==> src/hdl/pmc_consts.vh <==
// Constants shared by the power-mode controller design files.
//
// Overview of operation
// - Three modes: Active, Sleep, Deep Sleep; controller-managed.
// - Active keeps every subsystem clock enabled.
// - Sleep gates processor, flash, SRAM; instant wake.
// - Deep Sleep stops high-speed clock and dependents.
// - Deep Sleep wake completes within 35 us.
// - Hold mode entry until supplies are adequate; a Deep Sleep wake that runs out of wake budget enters Active without supply_ok.
// - Brown-out detection issues a device reset.
// - Wakeup interrupt unit wakes processor from Deep Sleep.
// - Deep Sleep exit on enabled interrupt or address match.
// - Nested interrupt controller has eight request inputs.
// - Low-frequency oscillator keeps running in Deep Sleep.
`ifndef PMC_CONSTS_VH
`define PMC_CONSTS_VH

// ----------------------------------------------------------------
// Mode codes shown on the mode output
// ----------------------------------------------------------------
`define PMC_MODE_ACTIVE     2'h0
`define PMC_MODE_SLEEP      2'h1
`define PMC_MODE_DEEP       2'h2

// ----------------------------------------------------------------
// Interrupt and timing figures
// ----------------------------------------------------------------
`define PMC_NUM_IRQ         8
`define PMC_CLK_MHZ         20
`define PMC_WAKE_US         35
`define PMC_WAKE_CYC        (`PMC_WAKE_US * `PMC_CLK_MHZ)
`define PMC_SETTLE_CYC      16
`define PMC_BOR_RST_CYC     8

`endif

==> src/hdl/pmc_wake_unit.v <==
// Wakeup interrupt unit: latches enabled requests and address match.
`include "pmc_consts.vh"
`timescale 1ns/1ps
`default_nettype none

module pmc_wake_unit #(
  parameter NUM_IRQ = `PMC_NUM_IRQ
) (
  // Clock and reset
  input  wire               sys_clk,
  input  wire               rst,
  // Control
  input  wire               arm,
  input  wire               clear,
  // Wake sources
  input  wire [NUM_IRQ-1:0] irq_req,
  input  wire [NUM_IRQ-1:0] irq_en,
  input  wire               addr_match,
  // Result
  output reg                wake_pend_reg
);

  wire [NUM_IRQ-1:0] hit;

  // Per-line qualification of each request by its enable.
  genvar gi;
  generate
    for (gi = 0; gi < NUM_IRQ; gi = gi + 1) begin : g_line
      assign hit[gi] = irq_req[gi] & irq_en[gi];
    end
  endgenerate

  // Sticky wake flag; an armed source arriving with the clear still sets it.
  always @(posedge sys_clk or posedge rst) begin
    if (rst) begin
      wake_pend_reg <= 1'b0;
    end else if (arm && ((|hit) || addr_match)) begin
      wake_pend_reg <= 1'b1;
    end else if (clear) begin
      wake_pend_reg <= 1'b0;
    end
  end

endmodule

`default_nettype wire

==> src/hdl/pmc_top.v <==
// Power-mode controller: Active, Sleep and Deep Sleep sequencing.
`include "pmc_consts.vh"
`timescale 1ns/1ps
`default_nettype none

module pmc_top #(
  parameter NUM_IRQ   = `PMC_NUM_IRQ,
  parameter WAKE_CYC  = `PMC_WAKE_CYC,
  parameter SETTLE    = `PMC_SETTLE_CYC,
  parameter BOR_CYC   = `PMC_BOR_RST_CYC
) (
  // Clock and reset
  input  wire               sys_clk,
  input  wire               rst,
  // Supply monitors
  input  wire               supply_ok,
  input  wire               brownout,
  // Processor requests
  input  wire               sleep_req,
  input  wire               deep_req,
  // Wake sources
  input  wire [NUM_IRQ-1:0] irq_req,
  input  wire [NUM_IRQ-1:0] irq_en,
  input  wire               addr_match,
  // High-speed oscillator status
  input  wire               hf_stable,
  // Clock gates and status
  output reg                cpu_clk_en_reg,
  output reg                flash_clk_en_reg,
  output reg                sram_clk_en_reg,
  output reg                periph_clk_en_reg,
  output reg                hf_osc_en_reg,
  output reg                lf_osc_en_reg,
  output reg                cpu_pwr_en_reg,
  output reg                dev_rst_reg,
  output reg [1:0]          mode_reg,
  output reg                wake_late_reg
);

  // ----------------------------------------------------------------
  // State encoding
  // ----------------------------------------------------------------
  localparam [2:0] ST_HOLD   = 3'h0;
  localparam [2:0] ST_ACTIVE = 3'h1;
  localparam [2:0] ST_SLEEP  = 3'h2;
  localparam [2:0] ST_DEEP   = 3'h3;
  localparam [2:0] ST_HFUP   = 3'h4;
  localparam [2:0] ST_BOR    = 3'h5;

  // Full-width copies so the 16-bit limits are cut on purpose.
  localparam [31:0] WAKE_W     = WAKE_CYC;
  localparam [31:0] SETTLE_W   = SETTLE;
  localparam [31:0] BOR_W      = BOR_CYC;
  localparam [15:0] WAKE_LIM   = WAKE_W[15:0];
  localparam [15:0] SETTLE_LIM = SETTLE_W[15:0];
  localparam [15:0] BOR_LIM    = BOR_W[15:0];

  reg  [2:0]  state_reg;
  reg  [2:0]  state_next;
  reg  [15:0] cnt_reg;
  reg  [15:0] cnt_next;
  wire        wake_pend;
  wire        deep_arm;
  wire        wake_clear;
  wire        any_wake;

  // ----------------------------------------------------------------
  // Wake source latch
  // ----------------------------------------------------------------
  assign deep_arm   = (state_reg == ST_DEEP);
  assign wake_clear = (state_reg == ST_ACTIVE);
  assign any_wake   = |(irq_req & irq_en);

  pmc_wake_unit #(
    .NUM_IRQ (NUM_IRQ)
  ) u_wake (
    .sys_clk       (sys_clk),
    .rst           (rst),
    .arm           (deep_arm),
    .clear         (wake_clear),
    .irq_req       (irq_req),
    .irq_en        (irq_en),
    .addr_match    (addr_match),
    .wake_pend_reg (wake_pend)
  );

  // ----------------------------------------------------------------
  // Mode sequencer
  // ----------------------------------------------------------------

  // Next-state logic for the three modes and their transitions.
  always @* begin
    state_next = state_reg;
    cnt_next   = cnt_reg;
    case (state_reg)
      ST_HOLD: begin
        cnt_next = 16'h0000;
        if (supply_ok) begin
          state_next = ST_ACTIVE;
        end
      end
      ST_ACTIVE: begin
        if (deep_req) begin
          state_next = ST_DEEP;
        end else if (sleep_req && !any_wake) begin
          state_next = ST_SLEEP;
        end
      end
      ST_SLEEP: begin
        if (any_wake) begin
          state_next = ST_ACTIVE;
        end
      end
      ST_DEEP: begin
        cnt_next = 16'h0000;
        if (wake_pend) begin
          state_next = ST_HFUP;
        end
      end
      ST_HFUP: begin
        cnt_next = cnt_reg + 16'h0001;
        // Oscillator must be stable and have settled a few cycles.
        if (hf_stable && (cnt_reg >= SETTLE_LIM) && supply_ok) begin
          state_next = ST_ACTIVE;
        end else if (cnt_reg >= WAKE_LIM - 16'h0001) begin
          // Give up waiting past the wake budget and run anyway.
          state_next = ST_ACTIVE;
        end
      end
      ST_BOR: begin
        cnt_next = cnt_reg + 16'h0001;
        if (cnt_reg >= BOR_LIM - 16'h0001) begin
          state_next = ST_HOLD;
        end
      end
      default: begin
        state_next = ST_HOLD;
      end
    endcase
    if (brownout) begin
      state_next = ST_BOR;
      cnt_next   = (state_reg == ST_BOR) ? 16'h0000 : 16'h0000;
    end
  end

  // State and counter registers.
  always @(posedge sys_clk or posedge rst) begin
    if (rst) begin
      state_reg <= ST_HOLD;
      cnt_reg   <= 16'h0000;
    end else begin
      state_reg <= state_next;
      cnt_reg   <= cnt_next;
    end
  end

  // ----------------------------------------------------------------
  // Registered outputs
  // ----------------------------------------------------------------

  // Clock gates, oscillator enables, reset and mode from next state.
  always @(posedge sys_clk or posedge rst) begin
    if (rst) begin
      cpu_clk_en_reg    <= 1'b0;
      flash_clk_en_reg  <= 1'b0;
      sram_clk_en_reg   <= 1'b0;
      periph_clk_en_reg <= 1'b0;
      hf_osc_en_reg     <= 1'b1;
      lf_osc_en_reg     <= 1'b1;
      cpu_pwr_en_reg    <= 1'b1;
      dev_rst_reg       <= 1'b1;
      mode_reg          <= `PMC_MODE_ACTIVE;
      wake_late_reg     <= 1'b0;
    end else begin
      cpu_clk_en_reg    <= (state_next == ST_ACTIVE);
      flash_clk_en_reg  <= (state_next == ST_ACTIVE);
      sram_clk_en_reg   <= (state_next == ST_ACTIVE);
      periph_clk_en_reg <= (state_next == ST_ACTIVE) ||
                           (state_next == ST_SLEEP);
      hf_osc_en_reg     <= (state_next != ST_DEEP);
      lf_osc_en_reg     <= 1'b1;
      cpu_pwr_en_reg    <= (state_next != ST_DEEP);
      dev_rst_reg       <= (state_next == ST_HOLD) ||
                           (state_next == ST_BOR);
      if (state_next == ST_SLEEP) begin
        mode_reg <= `PMC_MODE_SLEEP;
      end else if ((state_next == ST_DEEP) || (state_next == ST_HFUP)) begin
        mode_reg <= `PMC_MODE_DEEP;
      end else begin
        mode_reg <= `PMC_MODE_ACTIVE;
      end
      // Flags a wake that ran out of budget before the clock was stable.
      wake_late_reg     <= (state_reg == ST_HFUP) && (state_next == ST_ACTIVE) &&
                           !hf_stable;
    end
  end

endmodule

`default_nettype wire

==> config.mk <==
export PLATFORM = sky130hd
export DESIGN_NAME = pmc_top
export DESIGN_NICKNAME = d
export VERILOG_FILES = /design/src/hdl/pmc_wake_unit.v /design/src/hdl/pmc_top.v
export VERILOG_INCLUDE_DIRS = /design/src /design/src/hdl
export SDC_FILE = /design/constraint.sdc
export NUM_CORES = 1
export LEC_CHECK = 0
export BUFFER_PORTS_ARGS = -buffer_cell sky130_fd_sc_hd__buf_2
export CORE_ASPECT_RATIO = 0.8
export CORE_MARGIN = 8
export CORE_UTILIZATION = 57
export CTS_CLUSTER_DIAMETER = 50
export DETAILED_ROUTE_END_ITERATION = 8
export HOLD_SLACK_MARGIN = 0.06
export PLACE_DENSITY = 0.83
export SLEW_MARGIN = 20
export SYNTH_ARGS = -nofsm -noshare
export SYNTH_HDL_FRONTEND = slang
export SYNTH_SLANG_ARGS = --single-unit
==> constraint.sdc <==
create_clock -name sys_clk -period 3.9 [get_ports sys_clk]
set_clock_uncertainty 0.05 [all_clocks]
set_input_delay 0.195 -clock sys_clk [delete_from_list [all_inputs] [get_ports sys_clk]]
set_output_delay 0.195 -clock sys_clk [all_outputs]
set_load 0.1 [all_outputs]
==> results.json <==
{
  "coreArea_sq_um": 2700,
  "grt-ovfl-total": 0,
  "yosys_register_bits": 27,
  "worstSkewPairLatency_ns": 0.34,
  "ioPinCount": 35,
  "postLayoutCoreUtil_pct": 66.3,
  "numCtsBuffers": 3,
  "clk_pin_slew_worst_paths_ns": 0.15,
  "hpwl_um": 2810,
  "status": "completed",
  "grt_pass1_vias": 1310,
  "yosys-top-cells-count": "25 x dfrtp_1, 19 x nor2_1, 15 x nand2_1",
  "port_buffers": 33,
  "ir_drop_mv": 0.278,
  "firstDrtPassIters": 4,
  "grt_max_degree": 28,
  "grtUsageMet1_pct": 19.9,
  "viasPerCell": 5.67,
  "setup_viol": 0,
  "worstPathArrival_ns": 2.39,
  "synth_warnings": 0,
  "ys_seq_area_share_pct": 42.9,
  "grt_pass1_wl_um": 5990,
  "cap_viol_max_count": 0,
  "largest_reg_flops": 16,
  "combPwrFrac_pct": 50.1,
  "cts.path.max_buffers": 2,
  "crit_path_end_kind": "register",
  "die_x_um": 74.9,
  "rsz0062_at_grt": "false",
  "dieHeight_um": 63.1,
  "start_util_pct": 58.5,
  "synth_top_area_share_pct": 39.6,
  "powerDensity_nw_per_um2": 579,
  "synth-edff-count": 0,
  "cts_resized": 0,
  "cts_tree": "done",
  "netlist_top_cells_area": "dfrtp_1 40%, nor2_1 4.5%, o21ai_0 4.1%",
  "drc": 0,
  "synth-simple-area-share_pct": 23.9,
  "vias": 1361,
  "synth_adder_area_share_pct": 1.58,
  "synthXorXnorAreaFrac_pct": 2.77,
  "p_int_mw": 0.500,
  "setup_tns_ns": 0,
  "cp.required_ns": 4.11,
  "grt_antenna_before_repair": 0,
  "synth_mux_area_share_pct": 0.633,
  "synth_top_family_by_area": "simple AND/OR/NAND/NOR gates",
  "postRouteWirelength_um": 3660,
  "p_sw_share_pct": 51.8,
  "dpl.cell_count": 234,
  "pwr-share-seq_pct": 37.6,
  "placed_cell_area_sq_um": 1740,
  "postSynthCellCount": 171,
  "drive_above_1_share_pct": 25.2,
  "h-tree-depth": 1,
  "yosys.area.top_type": "dfrtp_1",
  "relSlewSlack_pct": 37.5,
  "rows": 17,
  "drtIter0Drc": 83,
  "grt_use_total_pct": 16.0,
  "clock-root-buffer": "clkbuf_4",
  "wl_per_cell_um": 15.2,
  "busiest_layer": "met2",
  "synth-async-reset-ratio_pct": 100,
  "antennaDiodeCount": 0,
  "grtUsageMet2_pct": 25.4,
  "period_minus_slack_ns": 2.17,
  "synth.most_common_cell": "dfrtp_1",
  "syn_avg_cell_area_sq_um": 9.25,
  "final_cells": 240,
  "grt_use_met3_pct": 5.06,
  "hp-class": "primary input to register",
  "synth_compound_area_share_pct": 22.2,
  "dp_slack_ns": 1.79,
  "syn-num-nets": 197,
  "p_sw_mw": 0.536,
  "clock_power_share_pct": 12.2,
  "worstMarginPinSlew_ns": 0.932,
  "area_delta_synth_final_pct": 13.2,
  "cts_sinks": 27,
  "gp_congestion": 0.861,
  "netlist_area_sq_um": 1580,
  "cp_max_fo": 7,
  "slew_viol_final": 0,
  "synth_cell_type_count": 49,
  "synth_ff_type": "dfrtp_1",
  "design_area_sq_um": 1790,
  "critPathKind": "register to register",
  "antenna_left": 0,
  "period_share_pct": 55.7,
  "hold_violations": 0,
  "p_leak_nw": 0.780,
  "die-area_sq_um": 4730,
  "final_nets": 229,
  "cp-start-kind": "register",
  "timing.final.ws_setup_ns": 1.73,
  "max_freq_mhz": 460
}
metrics by stage:
step | power, mW | hold slack [ns]
after floorplan | 0.830 | 0.196
after global placement | 0.893 | 0.342
after detailed placement | 0.908 | 0.337
after CTS | 1.04 | 0.138
after global routing | 1.09 | 0.171
final | 1.04 | 0.155
metal layers:
metal | vias up | wire length [um]
li1 | 669 | -
met1 | 634 | 1630
met2 | 54 | 1720
met3 | 4 | 277
met4 | 0 | 33
met5 | - | 0
power groups by stage:
stage	Combinational (mW)	Sequential [mW]	Clock [mW]
floorplan	0.345	0.485	0
finish	0.519	0.390	0.127
global placement	0.508	0.386	0
global route	0.553	0.398	0.140
detailed placement	0.516	0.392	0
CTS	0.519	0.387	0.133
layout make-up:
type                    count  area (sq um)
clock inverters             1          7.51
fillers                   242           911
multi-input cells         126           812
inverters                  10          37.5
well taps                  38          47.5
repair buffers             35           185
clock buffers               3          22.5
flip-flops and latches     27           678
kinds of logic after synthesis:
logic type | after synthesis
muxes | 1
buffers and inverters | 18
AOI/OAI and AO/OA | 48
DFF | 27
adders and majority gates | 2
and+or+nand+nor | 69
xor gates and xnor gates | 5
other | 1
critical path: stages (launching register included):
cell       delay [ns]
dfrtp_1          0.49
ha_1             0.32
o2111a_1         0.21
o2111ai_1        0.14
o211a_4          0.20
a32oi_1          0.31
nand4b_1         0.20
nor3_1           0.19
worst paths after layout:
kind	start	endpoint	slack [ns]	depth (start not counted)
worst max-delay path	cnt_reg[0]	wake_late_reg	1.73	7
worst min-delay path	brownout	state_reg[1]	0.15	2
worst max register to register	cnt_reg[0]	wake_late_reg	1.73	7
worst min register to register	cnt_reg[15]	cnt_reg[15]	0.51	1
max in group asynchronous	rst	cnt_reg[11]	2.94	3
min in group asynchronous	rst	cnt_reg[5]	0.42	3
timing repair:
action | CTS | global route
hold endpoints to repair | 26 | 0
buffers inserted | 0 | 0
setup endpoints to repair | 0 | 0
hold buffers | 2 | 0
layout by cell type, fill, tap and decap left out, types with 6 or more instances in the layout:
cell type | Yosys | final
a21oi_1 | 6 | 6
buf_2 | 1 | 33
dfrtp_1 | 25 | 25
inv_1 | 9 | 8
nand2_1 | 15 | 15
nand3_1 | 7 | 7
nor2_1 | 19 | 19
o21ai_0 | 13 | 13
o21ai_1 | 8 | 8
Power figures use the tool's default switching activity.
